`src/include/asdr_pkg.sv`:
```
// ----------------------------------------------------------------------
// Widths and register map
// ----------------------------------------------------------------------
package asdr_pkg;

	localparam int ADDR_W = 8;
	localparam int DATA_W = 8;
	localparam int ACC_W  = 14;
	localparam int TEMP_W = 8;
	localparam int QW_W   = 16;

	localparam logic [7:0] REG_ID       = 8'h00;
	localparam logic [7:0] REG_X_LO     = 8'h02;
	localparam logic [7:0] REG_X_HI     = 8'h03;
	localparam logic [7:0] REG_Y_LO     = 8'h04;
	localparam logic [7:0] REG_Y_HI     = 8'h05;
	localparam logic [7:0] REG_Z_LO     = 8'h06;
	localparam logic [7:0] REG_Z_HI     = 8'h07;
	localparam logic [7:0] REG_TEMP     = 8'h08;
	localparam logic [7:0] REG_STAT     = 8'h09;
	localparam logic [7:0] REG_STAT2    = 8'h0A;
	localparam logic [7:0] REG_CTRL     = 8'h0D;
	localparam logic [7:0] REG_SOFT_RST = 8'h10;

	// ------------------------------------------------------------------
	// Field positions and codes
	// ------------------------------------------------------------------
	localparam int CTRL_SHORT      = 0;
	localparam int CTRL_SHADOW_DIS = 1;
	localparam int CTRL_NDI_EN     = 2;
	localparam int CTRL_RESET_INT  = 3;

	localparam int STAT_INT_LATCHED = 0;
	localparam int STAT_SIGN_LSB    = 1;
	localparam int STAT_FIRST_LSB   = 4;
	localparam int STAT_NVM_BUSY    = 7;

	localparam int STAT2_QUIET_VIOL = 0;
	localparam int STAT2_NEW_DATA   = 1;

	localparam int NEW_FLAG_POS = 0;
	localparam int LO_DATA_LSB  = 2;
	localparam int LO_ACC_BITS  = 6;
	localparam int SHORT_DROP   = 2;

	localparam logic [7:0] SOFT_RESET_CODE = 8'hB6;
	localparam logic [7:0] TEMP_RESET      = 8'h00;
	localparam logic [7:0] SHADOW_RESET    = 8'h00;

	localparam logic [1:0] CHAN_TEMP = 2'h0;
	localparam logic [1:0] CHAN_X    = 2'h1;
	localparam logic [1:0] CHAN_Z    = 2'h3;
	localparam logic [1:0] AXIS_NONE = 2'h3;

	// ------------------------------------------------------------------
	// Timing
	// ------------------------------------------------------------------
	localparam int CLK_PERIOD_NS    = 8;
	localparam int UPDATE_PERIOD_NS = 400000;
	localparam int CONV_TIME_NS     = UPDATE_PERIOD_NS / 4;
	// Longest time, so rounded down
	localparam int CONV_CYCLES      = CONV_TIME_NS / CLK_PERIOD_NS;

	typedef enum logic [1:0]
	{
		QW_IDLE = 2'h0,
		QW_OPEN = 2'h1,
		QW_SHUT = 2'h3
	} asdr_qw_t;

endpackage

```
`src/rtl/asdr_sync.sv`:
```
`timescale 1ns/100ps
// ----------------------------------------------------------------------
// Two-stage synchroniser
// ----------------------------------------------------------------------
module asdr_sync #(
	parameter int W = 1
) (
	input  wire logic         CLK,
	input  wire logic         ARST_N,
	input  wire logic         CE,
	input  wire logic [W-1:0] D,
	output logic      [W-1:0] Q
);
	typedef struct packed
	{
		logic [W-1:0] s1;
		logic [W-1:0] s2;
	} asdr_sync_t;

	asdr_sync_t st;
	asdr_sync_t next_st;

	always_comb
	begin
		next_st    = st;
		next_st.s1 = D;
		next_st.s2 = st.s1;
	end

	always_ff @(posedge CLK or negedge ARST_N)
	begin
		// Both pins idle high; resetting low would fake an edge
		if (!ARST_N)
			st <= '1;
		else if (CE)
			st <= next_st;
	end

	assign Q = st.s2;
endmodule

```
`src/rtl/asdr_readout.sv`:
```
`timescale 1ns/100ps
//
// Function
// - Latch which axis raised the first interrupt since reset or clear.
// - Sign flags hold interrupt polarity, 0 positive, 1 negative.
// - On each interrupt, signs refresh; disabled axes read 0.
// - Whole interrupt function disabled clears every sign flag.
// - Toggling one axis leaves its sign until the next interrupt.
// - First-axis flags clear only at power-on or soft reset; sign flags also clear with the interrupt function off.
// - Status bit shows nonvolatile write in progress.
// - While that write runs, every register write is dropped.
// - Temperature byte is two's complement, 0.5 K per step.
// - Each axis holds a 14-bit two's complement value.
// - Short result option forces two lowest acceleration bits to 0.
// - Acceleration registers refresh each update period from filter.
// - Low byte read copies high byte into shadow for later read.
// - Without low read, shadowed high read is stale; disable to avoid.
// - Low byte bit 0 carries the axis new-data flag.
// - New-data flag sets on update, clears on reading either byte.
// - New-data interrupt rises once per period after all four channels.
// - Very first access being low read leaves paired high at 00.
// - Read-only three-bit part identifier.
// - Chip select high picks I2C, low picks four-wire SPI.
// - Writing B6 to soft reset register acts as power-on reset.
// - Interrupt clear works only on a latched, generated interrupt.
module asdr_readout #(
	parameter logic [2:0] PART_ID     = 3'h5,  // Arbitrary code
	parameter int         CONV_CYCLES = asdr_pkg::CONV_CYCLES
) (
	input  wire logic        CLK,
	input  wire logic        ARST_N,
	input  wire logic        CE,
	input  wire logic [7:0]  ADDR,
	input  wire logic [7:0]  WDATA,
	input  wire logic        WR,
	input  wire logic        RD,
	output logic      [7:0]  RDATA,
	input  wire logic        SAMPLE_VALID,
	input  wire logic [1:0]  SAMPLE_CHAN,
	input  wire logic [13:0] SAMPLE_DATA,
	input  wire logic        INT_EVENT,
	input  wire logic [2:0]  EVENT_AXIS,
	input  wire logic [2:0]  EVENT_SIGN,
	input  wire logic        INT_FUNC_EN,
	input  wire logic        INT_LATCH_EN,
	input  wire logic [2:0]  AXIS_EN,
	input  wire logic        NVM_WRITE_BUSY,
	input  wire logic        CHIP_SELECT_N,
	input  wire logic        SERIAL_CLK,
	output logic             INT_OUT,
	output logic             I2C_MODE,
	output logic             NVM_RELOAD
);
	// ------------------------------------------------------------------
	// State
	// ------------------------------------------------------------------
	typedef struct packed
	{
		logic [7:0]                    rdata;
		logic [2:0][asdr_pkg::ACC_W-1:0] acc;
		logic [7:0]                    temp;
		logic [2:0][7:0]               shadow;
		logic [2:0]                    new_flag;
		logic                          seen_txn;
		logic [2:0]                    first;
		logic                          first_taken;
		logic [2:0]                    sign;
		logic                          int_latched;
		logic                          int_pulse;
		logic                          ndi;
		logic                          int_out;
		logic                          short_sel;
		logic                          shadow_dis;
		logic                          ndi_en;
		logic                          quiet_viol;
		asdr_pkg::asdr_qw_t            qw;
		logic [asdr_pkg::QW_W-1:0]     qw_cnt;
		logic                          link_prev;
		logic                          soft_pulse;
		logic                          i2c_mode;
	} asdr_st_t;

	// Chip select idles high, so I2C is the safe reset choice
	localparam asdr_st_t RST_ST = '{qw: asdr_pkg::QW_IDLE,
		i2c_mode: 1'b1, link_prev: 1'b1, default: '0};
	localparam logic [asdr_pkg::QW_W-1:0] QW_LAST =
		asdr_pkg::QW_W'(CONV_CYCLES - 1);

	asdr_st_t   st;
	asdr_st_t   next_st;
	logic       cs_s;
	logic       link_s;
	logic [1:0] rd_axis;
	logic       link_rise;
	logic       soft_wr;

	// ------------------------------------------------------------------
	// Helpers
	// ------------------------------------------------------------------
	function automatic logic [1:0] axis_sel(input logic [7:0] a);
		logic [1:0] r;
		r = asdr_pkg::AXIS_NONE;
		if (a >= asdr_pkg::REG_X_LO && a <= asdr_pkg::REG_Z_HI)
			r = 2'((a - asdr_pkg::REG_X_LO) >> 1);
		return r;
	endfunction

	function automatic logic [13:0] trim(input logic [13:0] v,
		input logic short_sel);
		logic [13:0] r;
		r = v;
		if (short_sel)
			r[asdr_pkg::SHORT_DROP-1:0] = '0;
		return r;
	endfunction

	function automatic logic [7:0] hi_byte(input logic [13:0] v,
		input logic short_sel);
		logic [13:0] t;
		t = trim(v, short_sel);
		return t[13:asdr_pkg::LO_ACC_BITS];
	endfunction

	function automatic logic [7:0] lo_byte(input logic [13:0] v,
		input logic short_sel, input logic nf);
		logic [13:0] t;
		logic [7:0]  r;
		t = trim(v, short_sel);
		r = '0;
		r[7:asdr_pkg::LO_DATA_LSB] = t[asdr_pkg::LO_ACC_BITS-1:0];
		r[asdr_pkg::NEW_FLAG_POS]  = nf;
		return r;
	endfunction

	// ------------------------------------------------------------------
	// Pin synchronisers
	// ------------------------------------------------------------------
	asdr_sync #(
		.W (2)
	) u_sync (
		.CLK    (CLK),
		.ARST_N (ARST_N),
		.CE     (CE),
		.D      ({CHIP_SELECT_N, SERIAL_CLK}),
		.Q      ({cs_s, link_s})
	);

	assign rd_axis   = axis_sel(ADDR);
	assign link_rise = link_s && !st.link_prev;
	assign soft_wr   = WR && !NVM_WRITE_BUSY &&
		ADDR == asdr_pkg::REG_SOFT_RST &&
		WDATA == asdr_pkg::SOFT_RESET_CODE;

	// ------------------------------------------------------------------
	// Next state
	// ------------------------------------------------------------------
	always_comb
	begin
		next_st           = st;
		next_st.int_pulse = 1'b0;
		next_st.soft_pulse = 1'b0;
		next_st.link_prev = link_s;
		next_st.i2c_mode  = cs_s;
		next_st.rdata     = '0;
		if (RD || WR)
			next_st.seen_txn = 1'b1;

		// Register reads: data appear in the next cycle only
		if (RD)
		begin
			case (ADDR)
			asdr_pkg::REG_ID:
				next_st.rdata = {5'h00, PART_ID};
			asdr_pkg::REG_X_LO, asdr_pkg::REG_Y_LO, asdr_pkg::REG_Z_LO:
				next_st.rdata = lo_byte(st.acc[rd_axis], st.short_sel,
					st.new_flag[rd_axis]);
			asdr_pkg::REG_X_HI, asdr_pkg::REG_Y_HI, asdr_pkg::REG_Z_HI:
				next_st.rdata = st.shadow_dis ?
					hi_byte(st.acc[rd_axis], st.short_sel) :
					st.shadow[rd_axis];
			asdr_pkg::REG_TEMP:
				next_st.rdata = st.temp;
			asdr_pkg::REG_STAT:
				next_st.rdata = {NVM_WRITE_BUSY, st.first, st.sign,
					st.int_latched};
			asdr_pkg::REG_STAT2:
				next_st.rdata = {6'h00, st.ndi, st.quiet_viol};
			asdr_pkg::REG_CTRL:
				next_st.rdata = {5'h00, st.ndi_en, st.shadow_dis,
					st.short_sel};
			default:
				next_st.rdata = '0;
			endcase
			if (rd_axis != asdr_pkg::AXIS_NONE)
			begin
				next_st.new_flag[rd_axis] = 1'b0;
				next_st.ndi = 1'b0;
				// First access ever leaves the shadow at its reset value
				if (!ADDR[0] && !st.shadow_dis && st.seen_txn)
					next_st.shadow[rd_axis] =
						hi_byte(st.acc[rd_axis], st.short_sel);
			end
		end

		// Register writes, all dropped during a nonvolatile write
		if (WR && !NVM_WRITE_BUSY)
		begin
			case (ADDR)
			asdr_pkg::REG_CTRL:
			begin
				next_st.short_sel  = WDATA[asdr_pkg::CTRL_SHORT];
				next_st.shadow_dis = WDATA[asdr_pkg::CTRL_SHADOW_DIS];
				next_st.ndi_en     = WDATA[asdr_pkg::CTRL_NDI_EN];
				if (WDATA[asdr_pkg::CTRL_RESET_INT] && st.int_latched)
				begin
					next_st.int_latched = 1'b0;
					next_st.first_taken = 1'b0;
				end
			end
			asdr_pkg::REG_STAT2:
				if (WDATA[asdr_pkg::STAT2_QUIET_VIOL])
					next_st.quiet_viol = 1'b0;
			default:
				next_st.quiet_viol = next_st.quiet_viol;
			endcase
		end

		// Conversion results; a whole axis word lands in one cycle
		if (SAMPLE_VALID)
		begin
			if (SAMPLE_CHAN == asdr_pkg::CHAN_TEMP)
			begin
				next_st.temp = SAMPLE_DATA[asdr_pkg::TEMP_W-1:0];
				next_st.ndi  = 1'b0;
			end
			else
			begin
				next_st.acc[SAMPLE_CHAN - asdr_pkg::CHAN_X] =
					SAMPLE_DATA;
				next_st.new_flag[SAMPLE_CHAN - asdr_pkg::CHAN_X] =
					1'b1;
			end
			// Last channel of the period closes the cycle of four
			if (SAMPLE_CHAN == asdr_pkg::CHAN_Z)
			begin
				if (st.ndi_en)
					next_st.ndi = 1'b1;
				next_st.qw     = asdr_pkg::QW_OPEN;
				next_st.qw_cnt = '0;
			end
		end

		// Interrupt status; events win over a clear in the same cycle
		if (!INT_FUNC_EN)
			next_st.sign = 3'h0;
		else if (INT_EVENT)
		begin
			next_st.sign      = AXIS_EN & EVENT_SIGN;
			next_st.int_pulse = 1'b1;
			if (!st.first_taken || !next_st.first_taken)
			begin
				next_st.first       = EVENT_AXIS;
				next_st.first_taken = 1'b1;
			end
			if (INT_LATCH_EN)
				next_st.int_latched = 1'b1;
		end
		if (!INT_LATCH_EN)
			next_st.int_latched = 1'b0;

		// Link activity watch after the quiet-read window closes
		case (st.qw)
		asdr_pkg::QW_IDLE:
			next_st.qw = next_st.qw;
		asdr_pkg::QW_OPEN:
			if (!(SAMPLE_VALID && SAMPLE_CHAN == asdr_pkg::CHAN_Z))
			begin
				next_st.qw_cnt = st.qw_cnt + 1'b1;
				if (st.qw_cnt == QW_LAST)
					next_st.qw = asdr_pkg::QW_SHUT;
			end
		asdr_pkg::QW_SHUT:
			if (link_rise)
				next_st.quiet_viol = 1'b1;
		default:
			next_st.qw = asdr_pkg::QW_IDLE;
		endcase

		next_st.int_out = next_st.int_latched || next_st.int_pulse ||
			next_st.ndi;

		// Soft reset drops everything, then asks for the image reload
		if (soft_wr)
		begin
			next_st            = RST_ST;
			next_st.soft_pulse = 1'b1;
			next_st.i2c_mode   = cs_s;
			next_st.link_prev  = link_s;
		end
	end

	always_ff @(posedge CLK or negedge ARST_N)
	begin
		if (!ARST_N)
			st <= RST_ST;
		else if (CE)
			st <= next_st;
	end

	assign RDATA      = st.rdata;
	assign INT_OUT    = st.int_out;
	assign I2C_MODE   = st.i2c_mode;
	assign NVM_RELOAD = st.soft_pulse;

	logic [7:0] x_hi_now;
	assign x_hi_now = hi_byte(st.acc[0], st.short_sel);
endmodule

```
`config.mk`:
```
export PLATFORM = sky130hd
export DESIGN_NAME = asdr_readout
export DESIGN_NICKNAME = d
export VERILOG_FILES = /design/src/include/asdr_pkg.sv /design/src/rtl/asdr_sync.sv /design/src/rtl/asdr_readout.sv
export SDC_FILE = /design/constraint.sdc
export NUM_CORES = 1
export LEC_CHECK = 0
export ABC_AREA = 0
export BUFFER_PORTS_ARGS = -buffer_cell sky130_fd_sc_hd__clkbuf_2
export CORE_ASPECT_RATIO = 1.25
export CORE_MARGIN = 2
export CORE_UTILIZATION = 44
export CTS_CLUSTER_SIZE = 25
export DETAILED_ROUTE_END_ITERATION = 12
export PLACE_DENSITY_LB_ADDON = 0.05
export SETUP_SLACK_MARGIN = 0.4
export SLEW_MARGIN = 20
export SYNTH_ARGS = -nofsm -noshare
export SYNTH_HDL_FRONTEND = slang
export SYNTH_SLANG_ARGS = --single-unit
```
`constraint.sdc`:
```
create_clock -name CLK -period 4.2 [get_ports CLK]
set_clock_uncertainty 0.2 [all_clocks]
set_input_delay 0.21 -clock CLK [delete_from_list [all_inputs] [get_ports CLK]]
set_output_delay 0.21 -clock CLK [all_outputs]
set_load 0.02 [all_outputs]
```
Word level (Yosys, flattened, before mapping):

Index checks and enable logic that the tools add are counted.
Widths: inputs -> output; s select.

* $lt $le $gt $ge: 6
* add/subtract/negate cells: 3
* shift-type cells: 0
* mux-type cells: 62
* eq/ne operators: 19
* multiply operators: 0
* reduce and logical (&&, ||, !) cells: 45
* bitwise gates (word level): 4
* divide/modulo/power cells: 0

Operators with widths (number)
* $mux 122: 1
* $pmux 8 s7: 1
* $mux 18: 3
* $mux 27: 2
* $mux 50: 1
* $bwmux 42: 1
* $mux 42: 1
* $mux 8: 5
* $eq 8x3->1 const B: 4
* $eq 8x4->1 const B: 4
* $bmux 14 s2: 1
* $demux 14 s2: 1
* $mux 14: 2
* $bwmux 24: 1
* $mux 24: 1
* $mux 1: 22
* $reduce_bool 2->1: 11
* $add 16x1->16 const B: 1
* $bmux 8 s2: 1
* $demux 8 s2: 1
* $eq 16x14->1 const B: 1
* $eq 8x2->1 const B: 2
* $mux 16: 1
* $mux 3: 4
* 31 further kinds: 66

* logic and storage cells: 166
* register bits after elaboration: 125
* memories kept: 0
* ROM bits: 0
* output and inout bits: 11
* latch bits: 0
* input port bits: 53
* memory bits (writable): 0

Depth between registers and ports, before layout:

Gate-level depths: netlist of the first run.

* word-level depth: 15
* mapped depth: 11
* depth with buffers taken out: 9

Cells and area by module:

From an unflattened synthesis of the first run, not the netlist that was laid out.

* cells, all modules: 606
* area, all modules: 6451.2 µm²

By module, submodules not included
* asdr_readout: cells each 598, area each 6301.0 µm², times used 1, sequential area each 3030.4 µm²
* asdr_sync: cells each 8, area each 150.1 µm², times used 1, sequential area each 105.1 µm²

Worst setup path after synthesis of the first run:

Ideal clock, no wire load.

* path type: input-to-reg
* start: in ADDR[1]
* end: reg st[40] in the netlist's numbering
* required time: 3.930 ns
* buffers on the path: 3
* library setup time: 0.070 ns
* stages on the path: 10
* arrival: 2.874 ns
* slack: 1.057 ns
* path through: clkbuf_1 > clkbuf_1 > clkbuf_1 > nor2b_1 > o21ai_0 > ha_1 > nor2b_1 > nand4_1 > nor4_1 > a22o_1

* cells in the longest elaborated chain, start to end: 12
* elaborated cells between the ends (all ways): 25
* classes of those cells: add/sub: 1; order compare: 4; eq/ne: 2; mux: 10; reduce/logical: 8

Ends and longest elaborated chain
* from (decl): RTL line asdr_readout.sv:33 `input wire logic [7:0] ADDR,`
* $ge 8x2->1 / $le 8x3->1 (equally long branches): RTL line asdr_readout.sv:103 `if (a >= asdr_pkg::REG_X_LO && a <= asdr_pkg::REG_Z_HI)`
* $logic_and 1x1->1: RTL line asdr_readout.sv:103
* $mux 2: RTL line asdr_readout.sv:103
* $lt 2x3->1 (not written as such) / $ge 2x1->1 (equally long branches): RTL line asdr_readout.sv:200 `next_st.shadow[rd_axis] =`
* $logic_and 1x1->1 (not written as such): RTL line asdr_readout.sv:200
* $mux 8 (not written as such): RTL line asdr_readout.sv:200
* $demux 8 s2: RTL line asdr_readout.sv:200
* $bwmux 24: RTL line asdr_readout.sv:200
* $mux 24: RTL line asdr_readout.sv:199 `if (!ADDR[0] && !st.shadow_dis && st.seen_txn)`
* $mux 27: RTL line asdr_readout.sv:194 `if (rd_axis != asdr_pkg::AXIS_NONE)`
* $mux 27: RTL line asdr_readout.sv:169 `if (RD)`
* $mux 122: RTL line asdr_readout.sv:293 `if (soft_wr)`
* to (signal assigned): RTL line asdr_readout.sv:307 `st <= next_st;`
* to (decl): RTL line asdr_readout.sv:89 `asdr_st_t st;`

Parallel ways exist; a longest one is shown, timed or not. The select of a mux whose other input is x is not followed.
A chain may end at the register's enable or synchronous reset.

Worst setup path in the final report of the first run:

* start: in ADDR[4]
* end: reg st[63] in the netlist's numbering

The elaborated chain is that of the path after synthesis.

==> results of run 1 <==
sequential cells by signal, indices dropped and copies added (netlist names):
name,count
st,110
RDATA,8
u_sync.Q,2
u_sync.next_st,2
I2C_MODE,1
INT_OUT,1
NVM_RELOAD,1
cell families after synthesis:
group | synth area share (%)
DFF | 49.28
AOI/OAI and AO/OA | 22.26
xor gates and xnor gates | 1.377
muxes | 7.689
and+or+nand+nor | 14.28
adders and majority gates | 1.180
buffers and inverters | 3.933
cells in the mapped netlist, drive strengths merged, types with 2 or more instances:
library cell / instances / area share, %
ha: 6 / 1.2
xor2: 9 / 1.2
buf: 20 / 2.2
and4: 2 / 0.28
or3: 4 / 0.39
a32oi: 6 / 0.83
dfstp: 6 / 2.5
a221oi: 4 / 0.55
o21a: 2 / 0.24
a21o: 5 / 0.59
clkbuf: 16 / 0.94
or4: 3 / 0.47
nand4b: 2 / 0.28
a21boi: 4 / 0.47
o22ai: 2 / 0.20
nand3: 14 / 1.1
mux2i: 5 / 0.79
inv: 14 / 0.83
o21ai: 19 / 2.0
a21oi: 9 / 0.71
nor4: 10 / 1.2
nand4: 6 / 0.59
dfrtp: 119 / 47
nand2: 40 / 2.4
nor2b: 4 / 0.39
nor3: 10 / 1.0
a2bb2oi: 2 / 0.28
o2bb2ai: 4 / 0.55
nor2: 42 / 3.0
a22oi: 15 / 1.8
mux2: 39 / 6.9
and2: 9 / 0.88
or2: 7 / 0.69
nand2b: 4 / 0.39
and3: 6 / 0.59
o22a: 2 / 0.28
a31o: 4 / 0.55
a22o: 85 / 12
layout by cell type (no fill, tap or decap), types with 8 or more instances in the layout:
| master | instances |
|---|---|
| sky130_fd_sc_hd__clkbuf_2 | 62 |
| sky130_fd_sc_hd__a22o_1 | 80 |
| sky130_fd_sc_hd__dlygate4sd3_1 | 26 |
| sky130_fd_sc_hd__inv_1 | 14 |
| sky130_fd_sc_hd__clkbuf_16 | 17 |
| sky130_fd_sc_hd__buf_4 | 9 |
| sky130_fd_sc_hd__nor3_1 | 8 |
| sky130_fd_sc_hd__a22oi_1 | 15 |
| sky130_fd_sc_hd__nor2_1 | 39 |
| sky130_fd_sc_hd__nor4_1 | 9 |
| sky130_fd_sc_hd__nand3_1 | 14 |
| sky130_fd_sc_hd__a21oi_1 | 9 |
| sky130_fd_sc_hd__and2_1 | 9 |
| sky130_fd_sc_hd__xor2_1 | 9 |
| sky130_fd_sc_hd__o21ai_0 | 11 |
| sky130_fd_sc_hd__dfrtp_1 | 119 |
| sky130_fd_sc_hd__nand2_1 | 39 |
| sky130_fd_sc_hd__mux2_2 | 39 |
worst paths after layout:
kind	start	endpoint	slack (ns)	cells after the start
max	ADDR[4]	st[63]	1.23	10
min	EVENT_SIGN[2]	st[31]	0.003	4
max reg2reg	st[23]	RDATA[4]	1.77	4
min reg2reg	st[38]	st[38]	0.29	1
max in group asynchronous	ARST_N	st[2]	2.51	3
min in group asynchronous	ARST_N	st[28]	0.26	2
power by group:
group / internal, uW / switching, uW
sequential: 1350 / 99.0
clock: 1170 / 561
combinational: 213 / 217
per-layer routing:
metal  part of all wire (%)  vias up
met5                      0        -
met4                    2.2        0
met3                    3.2       26
met2                     52      120
met1                     43     2589
li1                       -     2339
layout make-up:
class	instances	area, sq um	share of cell area, %
timing repair buffer	97	638.1	8.262
clock inverter	12	231.5	2.997
sequential	125	3136	40.60
multi-input combinational	401	2977	38.54
inverter	14	52.55	0.6804
tap	178	222.7	2.884
clock buffer	20	466.7	6.042
through the flow:
stage	total power (uW)	hold WS [ns]	utilization, %
3_3_place_gp	1855	0.2122	47.36
6_report	3601	0.003210	54.07
5_1_grt	3751	0.02559	54.07
3_5_place_dp	1873	0.2163	47.36
4_1_cts	3639	0.0002787	54.07
2_1_floorplan	1704	-0.2856	-
critical path, cell delays in order:
cell                       delay (ns)
sky130_fd_sc_hd__clkbuf_2        0.10
sky130_fd_sc_hd__or4_4           0.59
sky130_fd_sc_hd__nor2_1          0.19
sky130_fd_sc_hd__o21ai_0         0.16
sky130_fd_sc_hd__ha_1            0.23
sky130_fd_sc_hd__nor2b_1         0.26
sky130_fd_sc_hd__nand4_1         0.23
sky130_fd_sc_hd__nor3_2          0.50
sky130_fd_sc_hd__o21ai_1         0.33
sky130_fd_sc_hd__a22o_1          0.27
repair_timing:
action | in CTS | in global routing
endpoints found under the hold margin | 132 | 0
hold buffers | 26 | 0
buffers inserted | 0 | 0
==> flow_results.org, run 1 <==
** Critical path
- Data required, critical path :: ~4.3 ns
- For the worst setup path, the data arrival time is 3.08 ns.
- STA classifies the critical path startpoint as an input pin.
- Setup CP Type :: input pin to register
- In this run the worst path has a maximum fanout of 9.
- Type of destination of the critical path :: register

** STA
- Headroom to the max-slew limit came out at a little over a third.
- Unrepaired setup endpoints after global routing :: no
- Minimum setup slack in the final design :: 1.232 ns
- Final critical-path required period :: 2.968 ns
- Timing would allow up to 0.3370 GHz.
- Max-slew violation count :: 0
- Number of setup violations in the final report :: 0
- Tcrit/Tclk final :: roughly 71%
- The final hold violation count came to 0.
- Worst-margin pin slew :: between 0.9 and 1 ns
- For the final routed database, the setup TNS stands at 0 ns.

** Placed design
- Placed wire-length estimate after detailed placement :: 12.67 mm
- Placement Cell Area :: 0.006765 sq mm
- In this run, placement finished with an instance count of 789.
- The congestion estimate from routability-driven global placement came to between 0.9 and 1.
- Worst setup timing slack at the placement stage :: 0.8672 ns
- During placement, the flow inserted port buffers numbering 63.

** Synth
- Synthesis-stage register bit count :: between 100 and 150
- Share of synthesized area occupied by flip-flops and latches :: between 40% and 50%
- Cell area after technology mapping :: 0.006362 sq mm
- Number of warnings printed during yosys synthesis :: 0
- For this run, asynchronously set or reset flops after synthesis account for 100.0%.
- The most used flip-flop cell after synthesis is sky130_fd_sc_hd__dfrtp_1.
- Post-synthesis average cell area :: roughly 11 sq um
- The synthesized design contains 0 enable-type register cells.
- Post-Syn Nets :: 635
- Distinct cell type count of the synthesized netlist :: 68
- Gate count after technology mapping :: 576

** Pwr
- Power density normalized to cell area :: approximately 470 mW/mm^2
- VDD sags by at most 0.2638 mV.
- Cell leakage power :: between 0.003 and 0.004 uW

** GRT
- In the global route stage, met1 resource usage came out at between 30% and 40%.
- Number of global-route vias before repair :: 5234
- The number of antenna violations at the first check in global routing came to 0.
- Entering global routing, the biggest net connects 74 pins.
- Top Usage Layer GRT :: met2
- For met2 alone, demand over resource in global routing was 41.62%.
- Wire length of the first global-routing pass :: 29.24 mm
- Global routing usage summed across all routing layers :: between 20% and 30%
- Global routing finished with a remaining overflow of 0.
- Global-route met3 utilization :: 5.173%

** Routing
- The detail route stage leaves a number of antenna-violating nets equal to 0.
- Detailed Route Iter0 Violations :: 370
- Avg WL per Cell :: 21.44 um
- The first detailed-routing pass ran for 4 iterations.
- Detailed Route WL :: 18.16 mm
- Using the TritonRoute via totals, the vias-per-cell ratio works out to 5.991.
- For this run, design rule violations remaining after detail routing come to 0.
- Vias :: about 5100

** Hold path
- In this run the worst hold path is classified as input pin to register.

** Layout
- After routing the design area is ~0.0077 sq mm.
- In the final layout, the share of cells above drive strength 1 is between 20% and 30%.
- Number of filler instances in the final layout :: 1286
- Area delta synth->final :: 21.40%
- N_diodes :: 0
- After the flow finishes, the layout carries non-filler instances totaling 847.
- In the final design database the tool counted 715 nets.

** Floorplanning
- In this run the core area contains 49 standard-cell rows.
- Area of the die :: around 0.015 sq mm
- Top Ports :: 64
- Die H :: 138.4 um
- Area of the core :: 0.01429 sq mm
- Die Wd :: roughly 110 um
- Initial core utilization :: 44.54%

** Clock network
- Clock tree from TritonCTS :: yes
- The H-tree was split into 4 levels.
- Counting along the longest clock path gives a buffer depth of 2.
- In this run, post-CTS repair resized a total of 0 instances.
- In this run, CTS created clock tree buffers numbering 17.
- CTS Sinks :: 125
- Clock-pin slew was measured on the worst setup and hold paths at 0.06 ns.
- The tree is rooted in a sky130_fd_sc_hd__clkbuf_16.
- At the later pin of the worst-skew pair, clock insertion delay measures 0.43 ns.

** Flow run
- Across the run, the number of max-cap violations was 0.

** Outcome
- The run finished with clean final reports.
Note: power is estimated with default switching activity, not from simulation.
==> run 2: changes to the inputs <==
==> constraint.sdc (replaced) <==
create_clock -name CLK -period 2.55 [get_ports CLK]
set_clock_uncertainty 0.2 [all_clocks]
set_input_delay 0.1275 -clock CLK [delete_from_list [all_inputs] [get_ports CLK]]
set_output_delay 0.1275 -clock CLK [all_outputs]
set_load 0.02 [all_outputs]
==> flow_results.org, run 2 (same netlist as run 1, synthesis figures left out) <==
** Outcome
- The run finished with clean final reports.

** STA
- Fmax :: 0.4827 GHz
- The worst path needs 2.071 ns of the cycle, external delays included.
- For the pin with the worst max-slew slack, the measured transition is just over 0.7 ns.
- After layout, the worst path uses 81.24% of the clock period.
- Setup TNS :: 0 ns
- Worst slack on hold paths :: ~0.012 ns
- The final hold violation count is 0.
- The max-slew violation total from the final report is 0.
- Minimum setup slack in the final design :: 0.4785 ns
- Headroom to the max-slew limit :: between 50% and 60%
- Number of setup violations in the final report :: 0
- Setup repair after global routing left no endpoint under its margin.

** Hold path
- The worst hold path passes through 3 cells.
- Worst hold path endpoint :: st[37]
- The worst hold path begins at SAMPLE_CHAN[0].
- In this run the worst hold path is classified as input pin to register.

** Clock network
- Total clock buffers created by CTS :: 17
- TritonCTS built the clock tree.
- CTS Sinks :: roughly 130
- Skew-Pair Late Insertion Delay :: 0.43 ns
- Clock-pin slew was measured on the worst setup and hold paths at 0.06 ns.
- CTS built an H-tree with a depth of 4.
- Clock tree synthesis selected as its root buffer the cell sky130_fd_sc_hd__clkbuf_16.
- In this run the deepest clock path goes through 2 buffers.

** Placed design
- Placement Cell Area :: slightly above 0.007 sq mm
- The count of buffers added on input and output ports is 63.
- Prior to clock tree synthesis, the placed netlist has a worst setup slack of 0.03047 ns.
- The HPWL after detailed placement is 13.00 mm.
- Routability congestion estimate from global placement :: 0.8445

** Layout
- Max FFs per register :: 110
- After routing the design area is 0.008284 sq mm.
- Leaving out fill and tap cells, the most frequent cell in the layout is sky130_fd_sc_hd__dfrtp_1.
- Of the cells placed in the final design, the portion with a size suffix greater than 1 is 32.04%.
- Number of filler instances in the final layout :: 1258
- The number of antenna diodes in the final layout is 0.
- Leaving out fill and tap cells, the most frequent cells in the layout are sky130_fd_sc_hd__dfrtp_1 (118), sky130_fd_sc_hd__a22o_1 (80), sky130_fd_sc_hd__clkbuf_2 (60).
- Top reg by flops :: st
- Compared with the post-synthesis result, the final layout area differs by 30.21%.
- After the last flow step, the layout net total stands at 767.

** Critical path
- STA classifies the critical path endpoint as a register.
- In this run the critical register-to-register path is captured at st[10].
- Worst EP arrival :: 2.18 ns
- In this run the critical register-to-register path is launched from st[20].
- Data required, critical path :: 2.66 ns
- Reg2reg path depth :: 7
- Setup CP Type :: input pin to register
- Largest fanout on the critical path :: 5
- Reg-to-reg setup timing slack :: approximately 0.57 ns
- Critical Path Source Type :: input pin

** Floorplanning
- Top Ports :: 64
- Die H :: 138.4 um
- Count of standard-cell rows :: 49
- Area of the core :: 0.01429 sq mm
- Die Wd :: 111.6 um
- The die covers 0.01544 sq mm.
- Once the floorplan was initialized, standard cells occupied 44.54% of the core.

** GRT
- Maximum number of pins on one net before global-route repair :: 50
- Number of global-route vias before repair :: between 5000 and 6000
- The first global-routing pass estimated 29.66 mm of wire.
- For this run the aggregate overflow at the end of global routing stands at 0.
- Initial antenna violation count :: 0
- Global routing usage summed across all routing layers :: between 20 and 25%

** Routing
- Via count normalized by instance count :: 5.851
- Detailed Route Iter0 Violations :: 406
- Once detail routing completed, the nets flagged for antenna violations numbered 0.
- For this block, the via count after detailed routing is 5260.
- After detailed routing, the average wire length per cell comes to 20.75 um.
- After detailed routing, the total wire length is 18.65 mm.
- First-pass detailed-route iteration total :: 5
- DR DRC count :: 0

** Pwr
- Cell leakage power :: 0.003765 uW
- Post-layout power :: 5808 uW
- Across the VDD grid, the largest voltage drop is between 0.4 and 0.5 mV.
- Power density normalized to cell area :: between 700 and 800 mW/mm^2

** Flow run
- Max-cap violations in this run came to 0.
-- run 2: final cells by class --
type / instances / area (sq um) / share of cell area (%)
sequential: 125 / 3137 / 37.86
multi-input combinational: 402 / 3097 / 37.38
timing repair buffer: 148 / 1137 / 13.73
clock buffer: 20 / 446.7 / 5.392
tap: 178 / 222.7 / 2.688
clock inverter: 12 / 191.4 / 2.311
inverter: 14 / 52.55 / 0.6343
-- run 2: metrics by stage --
stage / util, % / std cells
3_5_place_dp: 49.79 / 818
5_1_grt: 57.99 / 899
3_3_place_gp: 49.79 / 818
4_1_cts: 57.13 / 891
2_1_floorplan: - / 576
6_report: 57.99 / 899
-- run 2: power by group --
part / internal (uW) / total, uW / switching [uW] / leakage [uW]
Combinational: 395 / 761 / 366 / 0.00183
Clock: 1750 / 2660 / 912 / 0.000314
Sequential: 2220 / 2380 / 166 / 0.00162
-- run 2: worst max-delay path, stage by stage --
cell,delay (ns)
sky130_fd_sc_hd__clkbuf_2,0.11
sky130_fd_sc_hd__or4b_4,0.53
sky130_fd_sc_hd__or4_4,0.63
sky130_fd_sc_hd__nor2_8,0.24
sky130_fd_sc_hd__buf_12,0.14
sky130_fd_sc_hd__o21ai_2,0.08
sky130_fd_sc_hd__mux2_4,0.32
-- run 2: worst max path at each step --
| stage | startpoint | end | depth (start not counted) |
|---|---|---|---|
| 2_1_floorplan | ADDR[6] | st[56] | 9 |
| 4_1_cts | NVM_WRITE_BUSY | st[31] | 10 |
| 3_3_place_gp | ADDR[5] | st[52] | 12 |
| 6_report | ADDR[5] | st[31] | 7 |
| 3_5_place_dp | ADDR[5] | st[52] | 12 |
| 5_1_grt | ADDR[5] | RDATA[2] | 7 |
-- run 2: what timing repair did --
item / in CTS / in global routing
resized for setup: 0 / 13
hold endpoints to repair: 116 / 1
endpoints found under the setup margin: 0 / 64
hold buffers: 41 / 1
buffers inserted: 0 / 5
-- run 2: routing by layer --
metal	GRT usage, %	wire length (um)	up-vias	part of all wire, %
met5	0	0	-	0
met2	41.34	9380	134	50
li1	-	-	2447	-
met4	7.992	371	0	2.0
met3	5.568	685	23	3.7
met1	32.19	8215	2656	44
